File: src/fwid_pkg.sv
/*
  Shared constants and types for the flash wake and identification command block.
  Assumes a 100 MHz core clock and a serial link clocked by the host.
*/
package fwid_pkg;

  // Core clock period and wake timing
  localparam int CORE_CLK_PERIOD_NS = 10;
  localparam int WAKE_DELAY_NS = 100;
  localparam int WAKE_CYCLES_RAW = WAKE_DELAY_NS / CORE_CLK_PERIOD_NS;
  localparam int WAKE_CYCLES = (WAKE_CYCLES_RAW < 1) ? 1 : WAKE_CYCLES_RAW;
  // Select needs two sync flops and one decode edge before the count loads
  localparam int SEL_LATENCY_CYCLES = 3;
  localparam logic [7:0] WAKE_COUNT = 8'(WAKE_CYCLES - SEL_LATENCY_CYCLES);

  // Opcodes
  localparam logic [7:0] OP_WAKE_AND_CODE = 8'hab;
  localparam logic [7:0] OP_MAKER_DEVICE = 8'h90;
  localparam logic [7:0] OP_THREE_BYTE_IDENT = 8'h9f;
  localparam logic [7:0] OP_DEEP_SLEEP = 8'hb9;

  // Address that swaps the maker and device code order
  localparam logic [23:0] SWAP_ADDR = 24'h000001;

  // Bit counts along a command
  localparam logic [5:0] OPCODE_BITS = 6'h08;
  localparam logic [5:0] ADDR_END_BITS = 6'h20;

  // Last bit position of each answer pattern before it wraps
  localparam logic [4:0] SHIFT_LEN_CODE = 5'd7;
  localparam logic [4:0] SHIFT_LEN_PAIR = 5'd15;
  localparam logic [4:0] SHIFT_LEN_IDENT = 5'd23;

  // Shipped contents
  localparam logic [7:0] ERASED_BYTE = 8'hff;
  localparam logic [7:0] STATUS_SHIPPED = 8'h00;

  // Identity values: arbitrary
  localparam logic [7:0] MAKER_CODE_DEFAULT = 8'h5a;
  localparam logic [7:0] DEVICE_CODE_DEFAULT = 8'h10;
  localparam logic [7:0] MEM_TYPE_DEFAULT = 8'h40;
  localparam logic [7:0] CAPACITY_DEFAULT = 8'h11;

  // Command interpreter states
  typedef enum logic [2:0] {
    FWID_IDLE = 3'b000,
    FWID_OPCODE = 3'b001,
    FWID_ADDR = 3'b011,
    FWID_SHIFT = 3'b010,
    FWID_IGNORE = 3'b110
  } fwid_state_type;

  // Pins seen after synchronising
  typedef struct packed {
    logic select_low;
    logic sclk;
    logic serial_in;
  } fwid_pins_type;

endpackage : fwid_pkg

File: src/fwid_sync.sv
/*
  Two-flop synchroniser for a group of link pins.
  Assumes the pins are asynchronous to core_clk.
*/
`timescale 1ns/10ps
module fwid_sync (
  // Clock and reset
  input wire logic core_clk,
  input wire logic rst_n,
  // Pins in and synchronised copy out
  input wire fwid_pkg::fwid_pins_type pins_in,
  output fwid_pkg::fwid_pins_type pins_out
);
  import fwid_pkg::*;

  fwid_pins_type stage1;
  fwid_pins_type stage2;
  fwid_pins_type next_stage1;
  fwid_pins_type next_stage2;

  // First stage feeds only the second
  always_comb begin
    next_stage1 = pins_in;
    next_stage2 = stage1;
  end

  // Idle link: select high, clock low
  always_ff @(posedge core_clk or negedge rst_n) begin
    if (!rst_n) begin
      stage1 <= '{select_low: 1'b1, sclk: 1'b0, serial_in: 1'b0};
      stage2 <= '{select_low: 1'b1, sclk: 1'b0, serial_in: 1'b0};
    end else begin
      stage1 <= next_stage1;
      stage2 <= next_stage2;
    end
  end

  assign pins_out = stage2;

endmodule : fwid_sync

File: src/fwid_top.sv
/*
  Command interpreter for the wake-up and identification commands of a small
  serial flash: wake and device code, maker and device code, three-byte ident.
  Assumes the host drives select and serial clock (mode 0) well below core_clk/4,
  and that write_in_progress comes from the program and erase engine.
*/
// Operation
// - Wake opcode plus select rise leaves sleep
// - Wake opcode plus three dummies gives code
// - Code bits out on falling edge, MSB first
// - Code byte repeats until select rises
// - Wake with code read waits wake delay
// - Wake opcode ignored while write in progress
// - Maker read: opcode, address zero, maker, device
// - Address one gives device code first
// - Ident read: maker, memory type, capacity
// - Ident bits out on each falling edge
// - Ident opcode not decoded during write cycle
// - Select rise ends ident read, back standby
// - Shipped status byte zero, array erased
// - Asleep, only the wake opcode is heard
// - Wake delays no longer than 0.1 us
// - Write in progress held high through cycle
`timescale 1ns/10ps
module fwid_top (
  // Clock and reset
  input wire logic core_clk,
  input wire logic rst_n,
  // Serial link pins
  input wire logic select_low_pin,
  input wire logic serial_clock_pin,
  input wire logic serial_in_pin,
  output logic serial_out_pin,
  output logic serial_out_oe,
  // Device state
  input wire logic write_in_progress,
  input wire logic sleep_request,
  output logic deep_sleep,
  output logic standby_ready,
  output logic [7:0] status_byte,
  output logic [7:0] array_read_byte
);
  import fwid_pkg::*;

  // Reset chain and synchronised pins
  logic rst_sync1;
  logic rst_sync2;
  logic next_rst_sync1;
  logic next_rst_sync2;
  logic rst_core_n;
  fwid_pins_type pins_raw;
  fwid_pins_type pins;

  // Interpreter state and command capture
  fwid_state_type state;
  fwid_state_type next_state;
  logic [7:0] opcode;
  logic [7:0] next_opcode;
  logic [23:0] addr;
  logic [23:0] next_addr;
  logic [5:0] bit_cnt;
  logic [5:0] next_bit_cnt;
  // Output shift path
  logic [23:0] shreg;
  logic [23:0] next_shreg;
  logic [4:0] shift_len;
  logic [4:0] next_shift_len;
  logic [4:0] shift_pos;
  logic [4:0] next_shift_pos;
  logic [23:0] payload;
  logic [23:0] next_payload;
  logic out_bit;
  logic next_out_bit;
  logic out_en;
  logic next_out_en;
  logic sleeping;
  logic next_sleeping;
  // Wake delay countdown, loaded on the select rise that wakes
  logic [7:0] wake_cnt;
  logic [7:0] next_wake_cnt;
  logic sclk_prev;
  logic next_sclk_prev;

  // Strobes derived from the synchronised pins
  logic sclk_rise;
  logic sclk_fall;
  logic sel_active;
  logic [7:0] opcode_full;

  // Reset chain next values; entry is immediate, release walks two flops
  always_comb begin
    next_rst_sync1 = 1'b1;
    next_rst_sync2 = rst_sync1;
  end

  // Reset released through two flops so release never lands near an edge
  always_ff @(posedge core_clk or negedge rst_n) begin
    if (!rst_n) begin
      rst_sync1 <= 1'b0;
      rst_sync2 <= 1'b0;
    end else begin
      rst_sync1 <= next_rst_sync1;
      rst_sync2 <= next_rst_sync2;
    end
  end
  assign rst_core_n = rst_sync2;

  // Link pins cross into the core domain
  assign pins_raw = '{select_low: select_low_pin, sclk: serial_clock_pin,
                      serial_in: serial_in_pin};

  fwid_sync u_sync (
    .core_clk(core_clk),
    .rst_n(rst_core_n),
    .pins_in(pins_raw),
    .pins_out(pins)
  );

  // Edge finders on the synchronised copies only
  assign sclk_rise = pins.sclk & ~sclk_prev;
  assign sclk_fall = ~pins.sclk & sclk_prev;
  assign sel_active = ~pins.select_low;
  // Opcode as it stands once the current bit is in
  assign opcode_full = {opcode[6:0], pins.serial_in};

  // Serial clock history; mode 0 idle level avoids a false edge after reset
  always_comb begin
    next_sclk_prev = pins.sclk;
  end

  // History register, same reset domain as the interpreter
  always_ff @(posedge core_clk or negedge rst_core_n) begin
    if (!rst_core_n) begin
      sclk_prev <= 1'b0;
    end else begin
      sclk_prev <= next_sclk_prev;
    end
  end

  // Interpreter next state
  always_comb begin
    next_state = state;
    next_opcode = opcode;
    next_addr = addr;
    next_bit_cnt = bit_cnt;
    next_shreg = shreg;
    next_shift_len = shift_len;
    next_shift_pos = shift_pos;
    next_payload = payload;
    next_out_bit = out_bit;
    next_out_en = out_en;
    next_sleeping = sleeping;
    next_wake_cnt = (wake_cnt != 8'h00) ? wake_cnt - 8'h01 : wake_cnt;
    case (state)
      FWID_IDLE: begin
        // Idle: output off, address cleared for the next frame
        next_out_en = 1'b0;
        next_addr = 24'h000000;
        // New selects wait out the wake delay
        if (sel_active && wake_cnt == 8'h00) begin
          next_state = FWID_OPCODE;
          next_bit_cnt = 6'h00;
          next_opcode = 8'h00;
        end
      end
      FWID_OPCODE: begin
        // Opcode: eight rising edges, decoded on the last one
        if (!sel_active) begin
          next_state = FWID_IDLE;
          // Sleep opcode acts on select rise; refused during a write cycle
          if (bit_cnt == OPCODE_BITS && opcode == OP_DEEP_SLEEP && !sleeping
              && !write_in_progress) begin
            next_sleeping = 1'b1;
          end
        end else if (sclk_rise && bit_cnt < OPCODE_BITS) begin
          next_opcode = opcode_full;
          next_bit_cnt = bit_cnt + 6'h01;
          if (bit_cnt == OPCODE_BITS - 6'h01) begin
            if (write_in_progress && (opcode_full == OP_WAKE_AND_CODE ||
                                      opcode_full == OP_THREE_BYTE_IDENT)) begin
              next_state = FWID_IGNORE;
            end else if (sleeping && opcode_full != OP_WAKE_AND_CODE) begin
              next_state = FWID_IGNORE;
            end else if (opcode_full == OP_THREE_BYTE_IDENT) begin
              next_payload = {MAKER_CODE_DEFAULT, MEM_TYPE_DEFAULT,
                              CAPACITY_DEFAULT};
              next_shift_len = SHIFT_LEN_IDENT;
              next_shift_pos = 5'd0;
              next_state = FWID_SHIFT;
            end else if (opcode_full == OP_DEEP_SLEEP) begin
              // Sleep opcode waits here; it only acts when select rises
              next_state = FWID_OPCODE;
            end else if (opcode_full == OP_MAKER_DEVICE ||
                         opcode_full == OP_WAKE_AND_CODE) begin
              next_state = FWID_ADDR;
            end else begin
              next_state = FWID_IGNORE;
            end
          end
        end
      end
      FWID_ADDR: begin
        // Address or dummy bytes; a bare wake opcode ends here
        if (!sel_active) begin
          next_state = FWID_IDLE;
          // Wake only when select rises straight after the opcode
          if (bit_cnt == OPCODE_BITS && opcode == OP_WAKE_AND_CODE && sleeping) begin
            next_sleeping = 1'b0;
            next_wake_cnt = WAKE_COUNT;
          end
        end else if (sclk_rise) begin
          next_addr = {addr[22:0], pins.serial_in};
          next_bit_cnt = bit_cnt + 6'h01;
          if (bit_cnt == ADDR_END_BITS - 6'h01) begin
            next_state = FWID_SHIFT;
            next_shift_pos = 5'd0;
            if (opcode == OP_WAKE_AND_CODE) begin
              next_payload = {DEVICE_CODE_DEFAULT, 16'h0000};
              next_shift_len = SHIFT_LEN_CODE;
            end else if ({addr[22:0], pins.serial_in} == SWAP_ADDR) begin
              next_payload = {DEVICE_CODE_DEFAULT, MAKER_CODE_DEFAULT, 8'h00};
              next_shift_len = SHIFT_LEN_PAIR;
            end else begin
              next_payload = {MAKER_CODE_DEFAULT, DEVICE_CODE_DEFAULT, 8'h00};
              next_shift_len = SHIFT_LEN_PAIR;
            end
          end
        end
      end
      FWID_SHIFT: begin
        // Shift out: one bit per falling edge, pattern wraps until deselect
        if (!sel_active) begin
          next_state = FWID_IDLE;
          next_out_en = 1'b0;
          // A code read while asleep also wakes, after the same WAKE_COUNT delay
          if (opcode == OP_WAKE_AND_CODE && sleeping) begin
            next_sleeping = 1'b0;
            next_wake_cnt = WAKE_COUNT;
          end
        end else if (sclk_fall) begin
          // Falling edge: present next bit MSB first, wrap to repeat
          next_out_en = 1'b1;
          next_out_bit = (shift_pos == 5'd0) ? payload[23] : shreg[23];
          next_shreg = (shift_pos == 5'd0) ? {payload[22:0], 1'b0}
                                           : {shreg[22:0], 1'b0};
          next_shift_pos = (shift_pos == shift_len) ? 5'd0 : shift_pos + 5'd1;
        end
      end
      FWID_IGNORE: begin
        // Ignored commands touch nothing until deselect
        if (!sel_active) begin
          next_state = FWID_IDLE;
        end
      end
      default: next_state = FWID_IDLE;
    endcase
    // Sleep request only from idle, so no frame is ever cut short
    if (sleep_request && !write_in_progress && state == FWID_IDLE) begin
      next_sleeping = 1'b1;
    end
  end

  // Interpreter registers
  always_ff @(posedge core_clk or negedge rst_core_n) begin
    if (!rst_core_n) begin
      state <= FWID_IDLE;
      opcode <= 8'h00;
      addr <= 24'h000000;
      bit_cnt <= 6'h00;
      shreg <= 24'h000000;
      shift_len <= 5'd0;
      shift_pos <= 5'd0;
      payload <= 24'h000000;
      out_bit <= 1'b0;
      out_en <= 1'b0;
      sleeping <= 1'b0;
      wake_cnt <= 8'h00;
    end else begin
      state <= next_state;
      opcode <= next_opcode;
      addr <= next_addr;
      bit_cnt <= next_bit_cnt;
      shreg <= next_shreg;
      shift_len <= next_shift_len;
      shift_pos <= next_shift_pos;
      payload <= next_payload;
      out_bit <= next_out_bit;
      out_en <= next_out_en;
      sleeping <= next_sleeping;
      wake_cnt <= next_wake_cnt;
    end
  end

  // Outputs; array byte is a constant since no array lives here, status bit 0 follows write_in_progress
  assign serial_out_pin = out_bit;
  assign serial_out_oe = out_en;
  assign deep_sleep = sleeping;
  assign standby_ready = (state == FWID_IDLE) && (wake_cnt == 8'h00);
  assign status_byte = {STATUS_SHIPPED[7:1], write_in_progress};
  assign array_read_byte = ERASED_BYTE;

endmodule : fwid_top

File: config.mk
export PLATFORM = sky130hd
export DESIGN_NAME = fwid_top
export DESIGN_NICKNAME = d
export VERILOG_FILES = /design/src/fwid_pkg.sv /design/src/fwid_sync.sv /design/src/fwid_top.sv
export SDC_FILE = /design/constraint.sdc
export NUM_CORES = 1
export LEC_CHECK = 0
export BUFFER_PORTS_ARGS = -buffer_cell sky130_fd_sc_hd__buf_2
export CAP_MARGIN = 20
export CORE_UTILIZATION = 55
export DETAILED_ROUTE_END_ITERATION = 6
export PLACE_DENSITY = 0.76
export SYNTH_ARGS = -nofsm -noshare
export SYNTH_HDL_FRONTEND = slang
export SYNTH_HIERARCHICAL = 1
export SYNTH_SLANG_ARGS = --single-unit
File: constraint.sdc
create_clock -name core_clk -period 2.6 [get_ports core_clk]
set_input_delay 0.52 -clock core_clk [delete_from_list [all_inputs] [get_ports core_clk]]
set_output_delay 0.52 -clock core_clk [all_outputs]
set_load 0.05 [all_outputs]
# Yosys cells after proc, flatten, opt, wreduce, memory -nomap -nowiden
# Cells that the tools add are included.
# word_totals
wordCells	190
regBits	118
# op_classes
n_reduce_logical	38
order_cmp	1
bitwise_logic	5
n_mux	82
eq_ne	40
add_sub_neg	3
# op_table
op	n
2-to-1 mux 24 bit	10
2-to-1 mux 5 bit	21
2-to-1 mux 23 bit	4
2-to-1 mux 8 bit	8
== test 8 bit (second input constant)	6
case mux 24 bit (2 select lines)	1
case mux 23 bit (2 select lines)	1
2-to-1 mux 3 bit	13
case mux 8 bit (2 select lines)	2
2-to-1 mux 6 bit	5
== test 24 x 1 -> 1 bit (second input constant)	1
!= test 2 bit (second input constant)	12
!= test 3 x 2 -> 1 bit (second input constant)	8
case mux 6 bit (3 select lines)	1
case mux 5 bit (3 select lines)	1
logical AND 1 bit	13
case mux 3 bit (4 select lines)	1
AND reduction 12 bit	1
AND reduction 6 bit	2
2-to-1 mux 1 bit	10
case mux 5 bit (2 select lines)	1
AND reduction 10 bit	1
!= test 3 bit (second input constant)	3
zero test 8 bit	1
other kinds (31)	42

# Longest topological paths before layout
# Gate-level depths: netlist (run 1).
# depth
word_depth	11
ltp_mapped	8
depth_no_buf	7

# Modules after synthesis
# Netlist (run 1), hierarchy kept.
# modules_own_cells
module	area_per_inst_um2	instances	seq_area_each_um2	cells_per_inst
fwid_top	4538.1	1	2202.1	463
fwid_sync	152.6	1	152.6	6

# Least setup slack after synthesis (run 1)
# Ideal clock, no wire load.
# synth_path
path_kind	flip-flop to output port
start	register wake_cnt[0]
end	output standby_ready
slack_ps	616
stages_incl_launch_ff	5
path_buffers	0
arrival_ps	1464
cell_sequence	dfrtp_1 inv_1 ha_1 nor4b_4 and3_1
# synth_between
elab_chain_cells	2
# synth_rtl
element	line	text
from (decl)	fwid_top.sv:79	logic [7:0] wake_cnt;
from (signal assigned)	fwid_top.sv:290	wake_cnt <= next_wake_cnt;
zero test 8 bit	fwid_top.sv:298	assign standby_ready = (state == FWID_IDLE) && (wake_cnt == 8'h00);
logical AND 1 bit	fwid_top.sv:298	
to (decl)	fwid_top.sv:39	output logic standby_ready,
# No other way between the ends.

# Final worst setup path (run 1)
# Same ends and word-level chain as after synthesis.

==> flow_metrics.env, run 1 <==
export IMPL_diodes=0
export IMPL_synth_top_family_by_area="simple AND/OR/NAND/NOR gates"
export IMPL_cts_tree="built"
export IMPL_ir_worst_vdd_uv=339
export IMPL_clkSinkCount=94
export IMPL_crit_type="register to output pin"
export IMPL_multi_input_area_mm2=0.00208
export IMPL_synth_compound_area_frac=0.176
export IMPL_syn_inst=469
export IMPL_htreeDepth=3
export IMPL_drv_cap=0
export IMPL_drt_pass1_iterations=5
export IMPL_core_mm2=0.00822
export IMPL_synth_top_area_frac=0.491
export IMPL_worstMarginPinSlew_ns=0.705
export IMPL_holdWs_ns=0.243
export IMPL_hold_class="primary input to register"
export IMPL_wirelength_mm=8.51
export IMPL_post_route_drc_count=0
export IMPL_yosys_top_cells_area="dfrtp_1 (49%), nand2_1 (6.1%), a22o_1 (4.9%)"
export IMPL_die_y_um=94.4
export IMPL_maxSlewViolCount=0
export IMPL_num_nets_final=489
export IMPL_p_per_area_mw_per_mm2=510
export IMPL_synth_top_area_cell="dfrtp_1"
export IMPL_whs_path_depth=1
export IMPL_crit_fanout=7
export IMPL_yosysWarnings=6
export IMPL_synth_simple_area_share=0.207
export IMPL_fill_cells=694
export IMPL_finalHoldViolations=0
export IMPL_synth_edf_count=0
export IMPL_grt_pass1_vias=3225
export IMPL_vias_per_cell=5.81
export IMPL_status="finished, final reports clean"
export IMPL_seq_area_mm2=0.00236
export IMPL_synthXorXnorAreaFrac=0.0112
export IMPL_final_cell_mix="dfrtp_1 (91), nand2_1 (76), o21ai_0 (30), a22o_1 (26), nor2_1 (23)"
export IMPL_fin_skew_ns=0.0137
export IMPL_rsz0062_at_grt="no"
export IMPL_ys_ff_latch=94
export IMPL_die_width_um=94.4
export IMPL_antenna_found_initial=0
export IMPL_period_needed_ns=2.44
export IMPL_clock_fmax_ghz=0.409
export IMPL_place_ws_ns=0.410
export IMPL_place_congestion=0.825
export IMPL_cts_buffer_depth=2
export IMPL_area_delta_synth_final_pct=5.76
export IMPL_reg2reg_from="wake_cnt[0]"
export IMPL_port_buffers=11
export IMPL_ant_nets=0
export IMPL_crit_path_end_kind="output pin"
export IMPL_clk_latency_ns=0.37
export IMPL_layout_commonest_cell="dfrtp_1"
export IMPL_grt_max_degree=53
export IMPL_globalRouteOverflowTotal=0
export IMPL_power_leakage_nw=2.12
export IMPL_syn_cell_area_mm2=0.00469
export IMPL_muxShareOfSynthArea=0.0221
export IMPL_wire_per_inst_um=14.5
export IMPL_cp_data_arrival_time_ns=1.92
export IMPL_cp_required_ns=2.08
export IMPL_avgSynthCellArea_um2=10.0
export IMPL_yosysSeqAreaShare=0.502
export IMPL_drive_above_1_share=0.127
export IMPL_slew_headroom=0.529
export IMPL_post_dp_hpwl_mm=5.93
export IMPL_grt_usage=0.212
export IMPL_post_route_period_util=0.940
export IMPL_yosys_cell_types_count=63
export IMPL_cts_resized_gates=0
export IMPL_postCtsSetupBuffers=0
export IMPL_numCtsBuffers=9
export IMPL_drt_iter0_drc=210
export IMPL_ys_flop_type="dfrtp_1"
export IMPL_final_util=0.604
export IMPL_setup_viol=0
export IMPL_start_util=0.571
export IMPL_clk_pin_slew_ns=0.10
export IMPL_vias=3413
export IMPL_io_pins=27
export IMPL_fin_ws_ns=0.157
export IMPL_synthAdderAreaFrac=0.0133
export IMPL_worstRegToRegCells=7
export IMPL_r2r_end="opcode[5]"
export IMPL_grt_pass1_wl_mm=14.8
export IMPL_setup_tns_ns=0
export IMPL_async_reset_ff_frac=1.00
export IMPL_die_area_mm2=0.00890
export IMPL_hp_start="select_low_pin"
export IMPL_start_kind="register"
export IMPL_row_count=33
export IMPL_hold_path_end="u_sync/next_stage2[2]"
export IMPL_ff2ff_setup_slack_ns=0.39
export IMPL_cts_root_buffer="clkbuf_8"
==> how the worst max path moves through the flow <==
| stage | start | to | slack (ns) | cells after the start |
|---|---|---|---|---|
| after floorplan | wake_cnt[0] | standby_ready | 0.62 | 4 |
| after global placement | wake_cnt[0] | opcode[5] | 0.50 | 7 |
| after detailed placement | wake_cnt[0] | opcode[5] | 0.41 | 7 |
| after CTS | wake_cnt[0] | standby_ready | 0.14 | 5 |
| after global routing | wake_cnt[0] | standby_ready | 0.03 | 5 |
| final | wake_cnt[0] | standby_ready | 0.16 | 5 |
==> cells in the mapped netlist (all sizes together), types with 5 or more instances <==
master   n
dfrtp   92
nand2   76
o21ai   42
a22o    26
buf     24
nor2    23
nor3    19
nand3   16
inv     15
a21oi   14
clkbuf  14
nor4     8
mux2i    7
nand2b   7
ha       5
nand3b   5
nand4    5
nor2b    5
==> through the flow <==
stage,cell area [um^2],total power [mW],instances
finish,4960,2.53,587
global route,4960,2.62,587
CTS,4960,2.55,587
detailed placement,4760,1.63,570
global placement,4760,1.63,570
floorplan,4740,1.63,483
==> timing repair <==
item                                   CTS  global route
endpoints found under the hold margin    2             0
setup endpoints to repair                0             0
hold buffers                             1             0
==> state kept, by name, indices dropped and copies added (netlist names) <==
signal,count
addr,23
bit_cnt,6
deep_sleep,1
next_rst_sync2,1
opcode,8
payload,4
rst_core_n,1
sclk_prev,1
serial_out_oe,1
serial_out_pin,1
shift_len,2
shift_pos,5
shreg,23
state,3
u_sync/next_stage2,3
u_sync/pins_out,3
wake_cnt,8
==> where the power goes <==
part           internal (mW)  switching (mW)  total, mW
clock                  0.367           0.559      0.926
combinational         0.0190          0.0807     0.0997
sequential              1.48          0.0271       1.50
==> critical path: stages (launching register included) <==
cell and delay (ns):
dfrtp_1 0.39, inv_1 0.11, ha_1 0.22, nor4b_4 0.35, and3_1 0.22, buf_2 0.26
==> routing by layer <==
metal,GRT usage,up-vias,share of wire
met5,0,-,0
met4,0.0795,0,0.015
met3,0.0386,12,0.034
met2,0.326,65,0.45
met1,0.301,1682,0.50
li1,-,1654,-
==> logic make-up after synthesis <==
family | after synthesis
AND/OR/NAND/NOR | 188
flip-flops | 94
buffers and inverters | 53
other | 2
XOR/XNOR | 6
adder cells (fa/ha/maj) | 5
multiplexers | 10
AO/OA/AOI/OAI | 111
==> cell type report <==
cell class,instances,share of cell area
clock buffers,9,0.0250
clock inverters,7,0.0131
inverters,15,0.0113
multi-input cells,336,0.419
flip-flops and latches,94,0.475
well taps,105,0.0265
repair buffers,21,0.0293
No activity file was read; power rests on OpenSTA's default activity.
==> run 2, diff against run 1 <==
- SYNTH_HIERARCHICAL: 1 -> not set
==> run 2 against run 1 <==
Against the previous run:
- via count grew 2.8%
- cell area is 0.55% lower
- global-route usage is 1.3 points higher
- die area fell by 2.6%
- sequential power rose by 19%
- final cell count increased by 6.5%
- first-iteration DRC count is 18% higher
- area after synthesis fell by 2.7%
- combinational power rose to 12 times the previous value
==> flow_metrics.env, run 2 <==
export IMPL_area_delta_synth_final_pct=8.09
export IMPL_grt_pass1_wl_mm=15.5
export IMPL_num_nets_final=531
export IMPL_core_mm2=0.00789
export IMPL_crit_family="simple AND/OR/NAND/NOR gates"
export IMPL_numCtsBuffers=9
export IMPL_io_pins=27
export IMPL_r2r_end="payload[19]"
export IMPL_multi_input_area_mm2=0.00198
export IMPL_holdWs_ns=0.253
export IMPL_p_clk_frac=0.252
export IMPL_hold_path_end="u_sync.next_stage2[2]"
export IMPL_dpl_cell_area_mm2=0.00468
export IMPL_clk_pin_slew_ns=0.09
export IMPL_htreeDepth=3
export IMPL_setup_viol=0
export IMPL_syn_cell_area_mm2=0.00456
export IMPL_synth_top_area_cell="dfrtp_1"
export IMPL_yosys_top_cells_area="dfrtp_1 (50%), nand2_1 (10%), o21ai_0 (4.5%)"
export IMPL_drt_iter0_drc=247
export IMPL_hp_start="select_low_pin"
export IMPL_post_dp_hpwl_mm=5.93
export IMPL_wirelength_mm=8.88
export IMPL_ys_ff_latch=94
export IMPL_final_cell_mix="nand2_1 (122), dfrtp_1 (90), o21ai_0 (41), nand3_1 (32), nor2_1 (27)"
export IMPL_cp_num_buf_inv=1
export IMPL_slew_headroom=0.342
export IMPL_fin_skew_ns=0.0101
export IMPL_synth_most_common_cell="nand2_1"
export IMPL_globalRouteOverflowTotal=0
export IMPL_ant_nets=0
export IMPL_async_reset_ff_frac=1.00
export IMPL_diodes=0
export IMPL_ir_worst_vdd_uv=438
export IMPL_place_congestion=0.913
export IMPL_yosysSeqAreaShare=0.516
export IMPL_synth_edf_count=0
export IMPL_seq_area_mm2=0.00236
export IMPL_crit_type="register to output pin"
export IMPL_avgSynthCellArea_um2=9.00
export IMPL_start_kind="register"
export IMPL_drv_cap=0
export IMPL_vias_per_cell=5.61
export IMPL_start_util=0.579
export IMPL_maxSlewViolCount=0
export IMPL_internal_power_mw=2.44
export IMPL_power_leakage_nw=2.32
export IMPL_power_frac_seq=0.448
export IMPL_reg2reg_from="opcode[3]"
export IMPL_ff2ff_setup_slack_ns=0.27
export IMPL_p_comb_frac=0.300
export IMPL_drt_pass1_iterations=4
export IMPL_post_route_period_util=0.981
export IMPL_crit_fanout=5
export IMPL_row_count=32
export IMPL_antenna_found_initial=0
export IMPL_finalHoldViolations=0
export IMPL_wire_per_inst_um=14.2
export IMPL_cts_buffer_depth=2
export IMPL_drive_above_1_share=0.111
export IMPL_grt_max_degree=93
export IMPL_crit_cells=4
export IMPL_grt_usage=0.225
export IMPL_syn_inst=507
export IMPL_layout_commonest_cell="nand2_1"
export IMPL_yosysWarnings=0
export IMPL_fill_cells=651
export IMPL_whs_path_depth=1
export IMPL_synth_top_area_frac=0.504
export IMPL_cp_data_arrival_time_ns=2.03
export IMPL_post_route_drc_count=0
export IMPL_ys_flop_type="dfrtp_1"
export IMPL_die_area_mm2=0.00867
export IMPL_path_cells="or4_4 > or3_4 > nor2_2 > buf_6"
export IMPL_synth_common_cells="nand2_1 (122), dfrtp_1 (92), o21ai_0 (41)"
export IMPL_fin_area_mm2=0.00493
export IMPL_cts_tree="built"
export IMPL_vias=3509
export IMPL_cp_required_ns=2.08
export IMPL_slowest_stage="or4_4"
export IMPL_max_stage_delay_ns=0.54
export IMPL_period_needed_ns=2.55
export IMPL_reg_top3="addr (23), shreg (23)"
export IMPL_switching_power_mw=1.54
export IMPL_cts_root_buffer="clkbuf_8"
export IMPL_port_buffers=11
export IMPL_p_per_area_mw_per_mm2=807
export IMPL_die_y_um=93.1
export IMPL_grt_pass1_vias=3408
export IMPL_crit_path_end_kind="output pin"
export IMPL_clk_latency_ns=0.37
export IMPL_worstRegToRegCells=5
export IMPL_final_util=0.625
export IMPL_yosys_cell_types_count=50
export IMPL_hold_class="primary input to register"
export IMPL_status="finished, final reports clean"
export IMPL_switching_share=0.386
export IMPL_clock_fmax_ghz=0.392
export IMPL_clkSinkCount=94
export IMPL_die_width_um=93.1
export IMPL_worstMarginPinSlew_ns=0.974
## run 2: cell types whose count changed after synthesis, moves of 10 or more
cell      delta
nand2_1     +46
a22o_1      -25
nand3_1     +16
clkbuf_1    +12
o21ai_0     +11
nor3_1      -10
## run 2: routing by layer
metal  up-vias  global-route usage  wire length (um)
li1       1725                   -                 -
met1      1689               0.306              4160
met2        87               0.366              4190
met3         8              0.0496               425
met4         0              0.0615               103
met5         -                   0                 0
## run 2: stage by stage
stage | instances | TNS [ns] | worst slack, ns | power [mW]
floorplan | 521 | 0 | 0.210 | 2.70
global placement | 604 | 0 | 0.370 | 2.94
detailed placement | 604 | 0 | 0.273 | 2.97
CTS | 621 | 0 | 0.00646 | 4.00
global route | 625 | -0.00554 | -0.00554 | 4.21
finish | 625 | 0 | 0.0501 | 3.98
## run 2: worst max path at each step
stage	startpoint	endpoint	slack, ns
6_report	wake_cnt[2]	standby_ready	0.05
5_1_grt	wake_cnt[3]	standby_ready	-0.006
4_1_cts	wake_cnt[3]	standby_ready	0.006
3_5_place_dp	write_in_progress	payload[19]	0.27
3_3_place_gp	wake_cnt[3]	standby_ready	0.37
2_1_floorplan	wake_cnt[3]	standby_ready	0.21
## run 2: what timing repair did
item                                    4_1_cts  5_1_grt
hold endpoints to repair                      2        0
hold buffers                                  1        0
buffers inserted                              0        4
resized for setup                             2        2
endpoints found under the setup margin        1        1
gates cloned                                  0        0
pin swaps                                     0        0
## run 2: final cells by class
type / instances / area share
clock buffer: 9 / 0.0251
clock inverter: 7 / 0.0160
inverter: 17 / 0.0129
multi-input combinational: 369 / 0.402
sequential: 94 / 0.478
tap: 102 / 0.0259
timing repair buffer: 27 / 0.0398
## run 2: logic make-up (layout without fill, tap and decap cells)
family | Yosys count | count (layout) | synth area share
DFF | 94 | 94 | 0.516
AOI/OAI and AO/OA | 83 | 83 | 0.107
muxes | 10 | 10 | 0.0233
other | 2 | 16 | 0.00165
and+or+nand+nor | 245 | 245 | 0.255
adders and majority gates | 6 | 6 | 0.0164
buffers and inverters | 58 | 60 | 0.0628
xor gates and xnor gates | 9 | 9 | 0.0173
## run 2: power by group through the flow
stage	registers, mW	logic [mW]	clock network (mW)
global placement	1.80	1.14	0
finish	1.78	1.19	1.00
global route	1.81	1.32	1.08
floorplan	1.77	0.927	0
detailed placement	1.81	1.17	0
CTS	1.78	1.19	1.03
